===== src/design/sbm_pkg.sv =====
package sbm_pkg;

	// ****************************************
	// clock and timing
	// ****************************************
	localparam int CLK_MHZ      = 40;
	localparam int T_PWRUP_MS   = 1;
	localparam int T_RW_NS      = 1500;
	localparam int T_RWP_NS     = 1000;
	localparam int T_ACC_NS     = 1500;
	localparam int T_SHIFT_NS   = 50;
	localparam int T_SAP_NS     = 50;
	localparam int T_AH_NS      = 50;
	localparam int T_LOAD_NS    = 50;
	localparam int T_TRS_NS     = 50;
	localparam int T_WP_NS      = 50;
	localparam int T_RWL_NS     = 50;

	// least time in ns rounded up to whole cycles, never below one
	function automatic int ns_min(input int ns);
		int c;
		c = (ns * CLK_MHZ + 999) / 1000;
		ns_min = (c < 1) ? 1 : c;
	endfunction : ns_min

	localparam int CY_PWRUP = T_PWRUP_MS * 1000 * CLK_MHZ;
	localparam int CY_RW    = ns_min(T_RW_NS);
	localparam int CY_RWP   = ns_min(T_RWP_NS);
	localparam int CY_ACC   = ns_min(T_ACC_NS);
	localparam int CY_SHIFT = ns_min(T_SHIFT_NS);
	localparam int CY_SAP   = ns_min(T_SAP_NS + T_AH_NS);
	localparam int CY_LOAD  = ns_min(T_LOAD_NS);
	localparam int CY_TRS   = ns_min(T_TRS_NS);
	localparam int CY_WP    = ns_min(T_WP_NS + T_RWL_NS);

	// ****************************************
	// addressing and sizes
	// ****************************************
	localparam int ADDR_BITS   = 13;
	localparam int BLOCK_BITS  = 12;
	localparam int DUMMY_READS = 10;
	localparam int FIFO_DEPTH  = 16;
	localparam int TIMER_W     = 16;

	typedef enum logic [1:0] {
		SBM_OP_LOAD,
		SBM_OP_READ,
		SBM_OP_WRITE,
		SBM_OP_RMW
	} sbm_op_t;

endpackage : sbm_pkg


===== src/design/sbm_host.sv =====
// Functional notes
// - start address sent as thirteen serial bits
// - dummy top bit driven to a level
// - write select high reads, low writes
// - write select falling mid-cycle gives modify
// - test inputs held at inactive levels
// - wait one millisecond after power-up
// - ten dummy reads before real accesses
`timescale 1ns/1ps
`default_nettype none
module sbm_host
	import sbm_pkg::*;
#(
	parameter int PWRUP_CYCLES = CY_PWRUP,
	parameter int DATA_W       = 1,
	parameter int DEPTH        = FIFO_DEPTH
) (
	// clock and reset
	input  wire logic                  clk_sys,
	input  wire logic                  rstn,
	// command port
	input  wire logic                  cmd_valid,
	output logic                       cmd_ready,
	input  wire sbm_op_t               cmd_op,
	input  wire logic [BLOCK_BITS-1:0] cmd_block,
	input  wire logic                  cmd_wdata,
	// read data stream
	output logic                       rd_valid,
	input  wire logic                  rd_ready,
	output logic      [DATA_W-1:0]     rd_data,
	// status
	output logic                       init_done,
	output logic                       busy,
	// device pins
	output logic                       serial_addr_pin,
	output logic                       addr_shift_strobe_n,
	output logic                       addr_load_strobe_n,
	output logic                       access_clock_n,
	output logic                       write_sel_n,
	output logic                       dev_sel_n,
	output logic                       data_to_dev,
	input  wire logic                  data_from_dev,
	output logic                       test_hi,
	output logic                       test_lo_n
);

	// ****************************************
	// state
	// ****************************************
	typedef enum logic [3:0] {
		ST_PWRUP,
		ST_IDLE,
		ST_SHIFT_LO,
		ST_SHIFT_HI,
		ST_LOAD_LO,
		ST_LOAD_HI,
		ST_WSETUP,
		ST_CK_LO,
		ST_RMW_WE,
		ST_CK_HI
	} sbm_state_t;

	sbm_state_t            state_reg;
	logic [TIMER_W-1:0]    timer_reg;
	logic [3:0]            bit_reg;
	logic [3:0]            dummy_cnt_reg;
	logic [BLOCK_BITS-1:0] block_reg;
	sbm_op_t               op_reg;
	logic                  init_done_reg;
	logic                  push;
	logic                  fifo_in_ready;
	logic                  accept;
	logic                  tdone;

	function automatic logic [TIMER_W-1:0] tload(input int cycles);
		tload = TIMER_W'(cycles - 1);
	endfunction : tload

	assign tdone     = timer_reg == '0;
	assign accept    = cmd_valid && cmd_ready;
	assign init_done = init_done_reg;
	assign busy      = state_reg != ST_IDLE;
	// reads only start when the stream has room for the bit
	assign cmd_ready = (state_reg == ST_IDLE) && init_done_reg &&
	                   (cmd_op == SBM_OP_LOAD || cmd_op == SBM_OP_WRITE || fifo_in_ready);
	assign test_hi   = 1'b0;
	assign test_lo_n = 1'b1;
	// select one cycle ahead of the first dummy clock fall
	assign dev_sel_n = !init_done_reg && state_reg == ST_PWRUP &&
	                   timer_reg != tload(PWRUP_CYCLES);

	// ****************************************
	// sequencer
	// ****************************************
	always_ff @(posedge clk_sys) begin
		if (!rstn) begin
			state_reg     <= ST_PWRUP;
			timer_reg     <= '0;
			bit_reg       <= '0;
			dummy_cnt_reg <= '0;
			init_done_reg <= 1'b0;
		end else begin
			if (!tdone) begin
				timer_reg <= timer_reg - TIMER_W'(1);
			end
			case (state_reg)
				ST_PWRUP: begin
					if (timer_reg == tload(PWRUP_CYCLES)) begin
						state_reg <= ST_CK_LO;
						timer_reg <= tload(CY_RW);
					end else begin
						timer_reg <= timer_reg + TIMER_W'(1);
					end
				end
				ST_IDLE: begin
					if (accept) begin
						if (cmd_op == SBM_OP_LOAD) begin
							state_reg <= ST_SHIFT_LO;
							timer_reg <= tload(CY_SHIFT);
							bit_reg   <= '0;
						end else if (cmd_op == SBM_OP_WRITE) begin
							state_reg <= ST_WSETUP;
						end else begin
							state_reg <= ST_CK_LO;
							timer_reg <= (cmd_op == SBM_OP_RMW) ? tload(CY_ACC) : tload(CY_RW);
						end
					end
				end
				ST_SHIFT_LO: begin
					if (tdone) begin
						state_reg <= ST_SHIFT_HI;
						timer_reg <= tload(CY_SAP);
					end
				end
				ST_SHIFT_HI: begin
					if (tdone) begin
						if (bit_reg == 4'(ADDR_BITS - 1)) begin
							state_reg <= ST_LOAD_LO;
							timer_reg <= tload(CY_LOAD);
						end else begin
							state_reg <= ST_SHIFT_LO;
							timer_reg <= tload(CY_SHIFT);
							bit_reg   <= bit_reg + 4'(1);
						end
					end
				end
				ST_LOAD_LO: begin
					if (tdone) begin
						state_reg <= ST_LOAD_HI;
						timer_reg <= tload(CY_TRS);
					end
				end
				ST_WSETUP: begin
					state_reg <= ST_CK_LO;
					timer_reg <= tload(CY_RW);
				end
				ST_CK_LO: begin
					if (tdone) begin
						if (init_done_reg && op_reg == SBM_OP_RMW) begin
							state_reg <= ST_RMW_WE;
							timer_reg <= tload(CY_WP);
						end else begin
							state_reg <= ST_CK_HI;
							timer_reg <= tload(CY_RWP);
						end
					end
				end
				ST_RMW_WE: begin
					if (tdone) begin
						state_reg <= ST_CK_HI;
						timer_reg <= tload(CY_RWP);
					end
				end
				ST_LOAD_HI, ST_CK_HI: begin
					if (tdone) begin
						if (!init_done_reg) begin
							if (dummy_cnt_reg == 4'(DUMMY_READS - 1)) begin
								init_done_reg <= 1'b1;
								state_reg     <= ST_IDLE;
							end else begin
								dummy_cnt_reg <= dummy_cnt_reg + 4'(1);
								state_reg     <= ST_CK_LO;
								timer_reg     <= tload(CY_RW);
							end
						end else begin
							state_reg <= ST_IDLE;
						end
					end
				end
				default: begin
					state_reg <= ST_IDLE;
				end
			endcase
		end
	end

	// ****************************************
	// command capture
	// ****************************************
	always_ff @(posedge clk_sys) begin
		if (!rstn) begin
			op_reg      <= SBM_OP_READ;
			block_reg   <= '0;
			data_to_dev <= 1'b0;
		end else if (accept) begin
			op_reg      <= cmd_op;
			block_reg   <= cmd_block;
			data_to_dev <= cmd_wdata;
		end
	end

	// ****************************************
	// pin drive
	// ****************************************
	always_ff @(posedge clk_sys) begin
		if (!rstn) begin
			serial_addr_pin     <= 1'b0;
			addr_shift_strobe_n <= 1'b1;
			addr_load_strobe_n  <= 1'b1;
			access_clock_n      <= 1'b1;
			write_sel_n         <= 1'b1;
		end else begin
			case (state_reg)
				ST_IDLE: begin
					if (accept && cmd_op == SBM_OP_LOAD) begin
						serial_addr_pin     <= cmd_block[0];
						addr_shift_strobe_n <= 1'b0;
					end else if (accept && cmd_op == SBM_OP_WRITE) begin
						write_sel_n <= 1'b0;
					end else if (accept) begin
						access_clock_n <= 1'b0;
					end
				end
				ST_PWRUP: begin
					if (timer_reg == tload(PWRUP_CYCLES)) begin
						access_clock_n <= 1'b0;
					end
				end
				ST_SHIFT_LO: begin
					if (tdone) begin
						addr_shift_strobe_n <= 1'b1;
					end
				end
				ST_SHIFT_HI: begin
					if (tdone && bit_reg == 4'(ADDR_BITS - 1)) begin
						addr_load_strobe_n <= 1'b0;
					end else if (tdone) begin
						// top bit is the dummy, driven low
						serial_addr_pin     <= (bit_reg == 4'(BLOCK_BITS - 1)) ? 1'b0
						                       : block_reg[bit_reg + 4'(1)];
						addr_shift_strobe_n <= 1'b0;
					end
				end
				ST_LOAD_LO: begin
					if (tdone) begin
						addr_load_strobe_n <= 1'b1;
					end
				end
				ST_WSETUP: begin
					access_clock_n <= 1'b0;
				end
				ST_CK_LO: begin
					if (tdone && init_done_reg && op_reg == SBM_OP_RMW) begin
						write_sel_n <= 1'b0;
					end else if (tdone) begin
						access_clock_n <= 1'b1;
					end
				end
				ST_RMW_WE: begin
					if (tdone) begin
						access_clock_n <= 1'b1;
					end
				end
				ST_CK_HI: begin
					if (tdone) begin
						write_sel_n <= 1'b1;
					end
				end
				ST_LOAD_HI: begin
					if (tdone && !init_done_reg) begin
						access_clock_n <= 1'b0;
					end
				end
				default: begin
				end
			endcase
			if (state_reg == ST_CK_HI && tdone && !init_done_reg &&
			    dummy_cnt_reg != 4'(DUMMY_READS - 1)) begin
				access_clock_n <= 1'b0;
			end
		end
	end

	// ****************************************
	// read data capture
	// ****************************************
	// sample at end of read low phase, before the clock rises
	assign push = state_reg == ST_CK_LO && tdone && init_done_reg &&
	              (op_reg == SBM_OP_READ || op_reg == SBM_OP_RMW);

	sbm_fifo #(
		.WIDTH (DATA_W),
		.DEPTH (DEPTH)
	) u_fifo (
		.clk_sys   (clk_sys),
		.rstn      (rstn),
		.in_valid  (push),
		.in_ready  (fifo_in_ready),
		.in_data   (DATA_W'(data_from_dev)),
		.out_valid (rd_valid),
		.out_ready (rd_ready),
		.out_data  (rd_data)
	);

endmodule : sbm_host
`default_nettype wire


===== src/design/sbm_fifo.sv =====
`timescale 1ns/1ps
`default_nettype none
module sbm_fifo #(
	parameter int WIDTH = 1,
	parameter int DEPTH = 16
) (
	// clock and reset
	input  wire logic             clk_sys,
	input  wire logic             rstn,
	// fill side
	input  wire logic             in_valid,
	output logic                  in_ready,
	input  wire logic [WIDTH-1:0] in_data,
	// drain side
	output logic                  out_valid,
	input  wire logic             out_ready,
	output logic      [WIDTH-1:0] out_data
);
	localparam int PW = $clog2(DEPTH);

	logic [WIDTH-1:0] mem_reg [DEPTH];
	logic [PW:0]      wr_ptr_reg;
	logic [PW:0]      rd_ptr_reg;
	logic             push;
	logic             pop;

	assign in_ready  = (wr_ptr_reg - rd_ptr_reg) != (PW+1)'(DEPTH);
	assign out_valid = wr_ptr_reg != rd_ptr_reg;
	assign out_data  = mem_reg[rd_ptr_reg[PW-1:0]];
	assign push      = in_valid && in_ready;
	assign pop       = out_valid && out_ready;

	always_ff @(posedge clk_sys) begin
		if (push) begin
			mem_reg[wr_ptr_reg[PW-1:0]] <= in_data;
		end
	end

	always_ff @(posedge clk_sys) begin
		if (!rstn) begin
			wr_ptr_reg <= '0;
			rd_ptr_reg <= '0;
		end else begin
			if (push) begin
				wr_ptr_reg <= wr_ptr_reg + (PW+1)'(1);
			end
			if (pop) begin
				rd_ptr_reg <= rd_ptr_reg + (PW+1)'(1);
			end
		end
	end

endmodule : sbm_fifo
`default_nettype wire


===== config.mk =====
export PLATFORM = sky130hd
export DESIGN_NAME = sbm_host
export DESIGN_NICKNAME = d
export VERILOG_FILES = /design/src/design/sbm_pkg.sv /design/src/design/sbm_host.sv /design/src/design/sbm_fifo.sv
export SDC_FILE = /design/constraint.sdc
export NUM_CORES = 1
export LEC_CHECK = 0
export ABC_AREA = 0
export BUFFER_PORTS_ARGS = -buffer_cell sky130_fd_sc_hd__buf_2
export CORE_ASPECT_RATIO = 1.2
export CORE_MARGIN = 2
export CORE_UTILIZATION = 60
export DETAILED_ROUTE_END_ITERATION = 7
export GPL_ROUTABILITY_DRIVEN = 0
export HOLD_SLACK_MARGIN = 0.08
export PLACE_DENSITY = 0.88
export SYNTH_ARGS = -nofsm -noshare
export SYNTH_HDL_FRONTEND = slang
export SYNTH_SLANG_ARGS = --single-unit
export TNS_END_PERCENT = 50

===== constraint.sdc =====
create_clock -name clk_sys -period 4.7 [get_ports clk_sys]
set_input_delay 0.235 -clock clk_sys [delete_from_list [all_inputs] [get_ports clk_sys]]
set_output_delay 0.235 -clock clk_sys [all_outputs]
set_load 0.03 [all_outputs]

# Yosys cells after proc, flatten, opt, wreduce, memory -nomap -nowiden
# Memories as Yosys holds them, arrays and structs flattened. A register that Yosys moved wholly into a read port is not among the register bits.
# Index checks and enable logic that the tools add are counted.
[totals]
register_bits = 59
latch_bits = 0
ramBits = 16
rom_bits = 0
inputBits = 20
out_inout_bits = 14
word_cells = 180
memories = 1
[classes]
addsub = 7
n_mul = 0
n_div = 0
magnitude_cmp = 1
eq_ne = 44
n_shift = 0
n_mux = 67
bitwise_logic = 2
n_reduce_logical = 43
[mem_list]
columns = ["name", "depth", "width", "read_ports", "rd_clocked_by_memory_dff", "write_ports", "line", "text"]
rows = [
  ["u_fifo.mem_reg", 16, 1, 1, 1, 1, "sbm_fifo.sv:21", "logic [WIDTH-1:0] mem_reg [DEPTH];"],
]
[ops]
columns = ["operator", "n"]
rows = [
  ["two-way mux 16 bit", 12],
  ["case mux 16 bit (8 select lines)", 1],
  ["two-way mux 4 bit", 15],
  ["case mux 4 bit (9 select lines)", 1],
  ["two-way mux 1 bit", 27],
  ["!= test 2 bit, second input constant", 13],
  ["== test 4 bit, second input constant", 5],
  ["logical AND 1 bit", 20],
  ["adder 16 x 1 -> 16 bit, second input constant", 1],
  ["== test 16 bit, second input constant", 1],
  ["== test 4 x 3 -> 1 bit, second input constant", 4],
  ["zero test 16 bit", 1],
  ["!= test 16 bit, second input constant", 1],
  ["subtractor 16 x 1 -> 16 bit, second input constant", 1],
  ["AND reduction 5 bit", 3],
  ["adder 5 x 1 -> 5 bit, second input constant", 2],
  ["two-way mux 3 bit", 3],
  ["!= test 3 x 2 -> 1 bit, second input constant", 3],
  ["adder 4 x 1 -> 4 bit, second input constant", 2],
  ["== test 4 x 2 -> 1 bit, second input constant", 2],
  ["!= test 2 x 1 -> 1 bit, second input constant", 4],
  ["case mux 4 bit (2 select lines)", 1],
  ["AND reduction 4 bit", 2],
  ["AND reduction 8 bit", 1],
  ["28 further kinds", 38],
]

# Logic depth before layout (Yosys ltp)
[depth]
ltp_word = 10
mapped_depth = 13

# Cells and area by module
# A second synthesis with hierarchy kept.
[hier_totals]
cells_unflattened = 597
hier_area_um2 = 4962.3
[by_module_without_submodules]
columns = ["module", "instances", "cells_per_inst", "area_each_um2", "seq_area_each_um2"]
rows = [
  ["sbm_host", 1, 472, 3477.1, 980.9],
  ["sbm_fifo", 1, 125, 1485.2, 760.7],
]

# Worst setup path before layout
# Ideal clock, no wire load.
[synth_path]
kind = "reg-to-reg"
startpoint = "register u_fifo.rd_ptr_reg[2]"
endpoint = "register data_to_dev"
setup_time_ps = 128
t_arrival_ps = 2459
required_ps = 4572
path_slack_ps = 2113
stages_incl_launch_ff = 12
synth_period_minus_slack_ps = 2587
cell_sequence = "dfxtp_1 > inv_1 > ha_1 > a21oi_1 > and3b_1 > o2111ai_1 > nor4b_4 > nand2b_1 > buf_2 > buf_4 > mux2i_1 > nor2_1"
[synth_via]
elab_chain_len = 5
[synth_rtl]
columns = ["item", "line", "text"]
rows = [
  ["start: declaration", "sbm_fifo.sv:23", "logic [PW:0] rd_ptr_reg;"],
  ["start signal: assignment", "sbm_fifo.sv:48", "rd_ptr_reg <= rd_ptr_reg + (PW+1)'(1);"],
  ["subtractor 5 bit", "sbm_fifo.sv:27", "assign in_ready = (wr_ptr_reg - rd_ptr_reg) != (PW+1)'(DEPTH);"],
  ["!= test 5 bit", "sbm_fifo.sv:27", ""],
  ["logical OR 1 bit", "sbm_host.sv:85", "(cmd_op == SBM_OP_LOAD || cmd_op == SBM_OP_WRITE || fifo_in_ready);"],
  ["logical AND 1 bit", "sbm_host.sv:84", "assign cmd_ready = (state_reg == ST_IDLE) && init_done_reg &&"],
  ["logical AND 1 bit", "sbm_host.sv:80", "assign accept = cmd_valid && cmd_ready;"],
  ["end signal: assignment", "sbm_host.sv:208", "data_to_dev <= cmd_wdata;"],
  ["end: declaration", "sbm_host.sv:41", "output logic data_to_dev,"],
]
# No other way between the ends.
# A chain may end at the register's enable or synchronous reset.

# Worst setup path after layout
[layout_path]
startpoint = "register u_fifo.wr_ptr_reg[2]"
endpoint = "register block_reg[10]"
[layout_via]
elab_chain_len = 5
[layout_rtl]
columns = ["item", "line", "text"]
rows = [
  ["start: declaration", "sbm_fifo.sv:22", "logic [PW:0] wr_ptr_reg;"],
  ["start signal: assignment", "sbm_fifo.sv:45", "wr_ptr_reg <= wr_ptr_reg + (PW+1)'(1);"],
  ["subtractor 5 bit", "sbm_fifo.sv:27", ""],
  ["!= test 5 bit", "sbm_fifo.sv:27", ""],
  ["logical OR 1 bit", "sbm_host.sv:85", ""],
  ["logical AND 1 bit", "sbm_host.sv:84", ""],
  ["logical AND 1 bit", "sbm_host.sv:80", ""],
  ["end signal: assignment", "sbm_host.sv:207", "block_reg <= cmd_block;"],
  ["end: declaration", "sbm_host.sv:67", "logic [BLOCK_BITS-1:0] block_reg;"],
]
# No other way between the ends.

==> impl_metrics.tcl <==
set metrics [dict create \
    ant_nets 0 \
    cpPeakStageDelay_ns 0.80 \
    setup_viol 0 \
    syn_nets 612 \
    top_layer "met4" \
    synthDominantCellAreaShare 0.255 \
    dp_hpwl_um 8290 \
    yosysTopAreaCell "dfxtp_1" \
    wl_um 11800 \
    antenna_cells 0 \
    grt_max_degree 46 \
    async_flop_share 0 \
    cp_num_buf_inv 0 \
    power.total_mw 3.26 \
    insertion_delay_ns 0.36 \
    fin_ws_ns 1.42 \
    cts.repair.resized 0 \
    endpoint_kind "flop" \
    clkSinkCount 79 \
    core_area_um2 8060 \
    crit_slowest_cell "nand2b_1" \
    arrival_ns 3.49 \
    cts_max_level 3 \
    row_count 36 \
    synth_cell_types 84 \
    cts_buffer_depth 2 \
    status "complete, no violations" \
    pre_cts_ws_ns 1.45 \
    placed_cell_area_um2 5000 \
    die_area_um2 8990 \
    crit_family "simple AND/OR/NAND/NOR gates" \
    tightestPinTransition_ns 0.931 \
    maxCapViolCount 0 \
    syn_area_per_cell_um2 8.60 \
    crit_type "reg2reg" \
    grt_overflow 0 \
    fin_crit_ns 3.28 \
    grtUsageTotal 0.277 \
    dr.pass1.iters 5 \
    yosysSeqAreaShare 0.352 \
    min-delay-path-class "in2reg" \
    grt_antenna_before_repair 0 \
    worstSetupStartpointType "flop" \
    final_area_um2 5220 \
    cp_cell_sequence "ha_1 -> a21oi_1 -> and3b_1 -> o2111ai_1 -> nor4b_4 -> nand2b_1 -> mux2i_1 -> nor2_1" \
    critPathMaxFanout 16 \
    p_leak_nw 2.04 \
    grt_pass1_vias 4269 \
    vdd_drop_max_mv 0.392 \
    power.density_nw_per_um2 625 \
    tns_ns 0 \
    grt_pass1_wl_um 19800 \
    skew_ns 0.0146 \
    nets 620 \
    port_buffers 31 \
    synth_edf_count 16 \
    wl_met3_um 906 \
    final.period_utilization 0.697 \
    viasPerCell 6.52 \
    wl_met1_um 4690 \
    cts_tree "yes" \
    syn_inst 575 \
    die_w_um 86.9 \
    wl_per_cell_um 17.3 \
    io_pins 34 \
    ys_ff_latch 79 \
    drc 0 \
    dp.cells 667 \
    area_delta_synth_final_pct 5.51 \
    fp.dieH_um 103 \
    via_count 4454 \
    synth_area_um2 4950 \
    ys.flop_type "dfxtp_1" \
    fmax_mhz 305 \
    hold_viol_final 0 \
    cts.clk_slew.worst_paths_ns 0.09 \
    drv_slew 0 \
    holdWs_ns 0.104 \
    utilization 0.647 \
    start_util 0.613 \
    relSlewSlack 0.379 \
    drtIter0Drc 424 \
    ctsHoldBuffers 0 \
    cts_buffers 9 \
    critical_path_required_ns 4.91 \
    final_layout_size_suffix_gt1_frac 0.126 \
    post_cts_buffers 0 \
    rsz0062_at_grt "false" \
    fin_cells 683 \
    synthTopCellsByArea "dfxtp_1, edfxtp_1, nor2_1" \
    wl_met2_um 5770 \
    yosys_warnings 0 \
    root_buffer "clkbuf_8" \
]
routing by layer:
metal,up-vias,GRT usage
li1,2098,-
met1,2087,0.331
met5,-,0
met3,48,0.0540
met4,0,0.144
met2,221,0.473
synthesized netlist by cell type, types with 3 or more instances:
cell type,instances
and2_1,10
nor2b_1,7
o311a_1,6
a31oi_1,5
nor3_1,21
inv_1,16
nand4_1,8
buf_6,6
mux2i_1,15
or2_1,4
nand2_1,50
o211ai_1,6
buf_4,6
or3_1,6
and3_1,6
o22ai_1,6
a311oi_1,3
ha_1,17
and4_1,4
nand3_1,23
nor2_1,86
xnor2_1,15
nand2b_1,6
clkbuf_1,15
o21ai_1,3
dfxtp_1,63
nor4_1,5
mux4_2,8
buf_2,5
xor2_1,11
o31ai_1,4
a21oi_1,30
o21ai_0,21
edfxtp_1,16
layout by cell type, fill, tap and decap left out, types with 3 or more instances in the layout:
cell type and count:
and4_1 4, o211ai_1 6, a21oi_1 30, nand2b_1 6, nand2_1 50, xnor2_1 15, mux4_2 8, inv_1 16
o31ai_1 4, xor2_1 11, nor4_1 5, dfxtp_1 63, nor2_1 86, a311oi_1 3, nor3_1 21, nand3_1 23
o22ai_1 6, ha_1 17, clkbuf_8 9, buf_2 31, nor2b_1 7, a31oi_1 5, edfxtp_1 16, o21ai_0 21
mux2i_1 15, or3_1 6, and2_1 10, nand4_1 8, o21ai_1 3, and3_1 6, o311a_1 6, or2_1 4
kinds of logic (layout without fill, tap and decap cells):
family	after synthesis	in the layout	synth area share
buffers and inverters	52	65	0.0584
DFF	79	79	0.352
adders and majority gates	18	18	0.0450
other	2	2	0.00152
muxes	24	24	0.0691
and+or+nand+nor	255	255	0.259
AOI/OAI and AO/OA	119	119	0.169
xor gates and xnor gates	26	26	0.0460
area by class of cell:
type | instances | area, µm²
multi-input cells | 444 | 2920
fillers | 634 | 2840
flip-flops and latches | 79 | 1740
repair buffers | 31 | 155
clock buffers | 10 | 128
well taps | 95 | 119
clock inverters | 6 | 92.6
inverters | 18 | 67.6
worst min-delay path: cells and delay by family:
kind          cells  cell delay [ns]
simple gates      1             0.07
mux               1             0.05
buf+inv           1             0.07
report_power, final:
part / switching, mW / internal [mW]
clock network: 0.270 / 0.303
logic: 1.07 / 0.648
registers: 0.193 / 0.774
worst paths after layout:
check	from	end	slack (ns)	cells after the start
setup / recovery	u_fifo.wr_ptr_reg[2]	block_reg[10]	1.42	8
hold / removal	cmd_block[2]	block_reg[2]	0.10	3
setup reg to reg	u_fifo.wr_ptr_reg[2]	block_reg[10]	1.42	8
hold reg to reg	bit_reg[1]	bit_reg[1]	0.50	2
No activity file was read; power rests on OpenSTA's default activity.
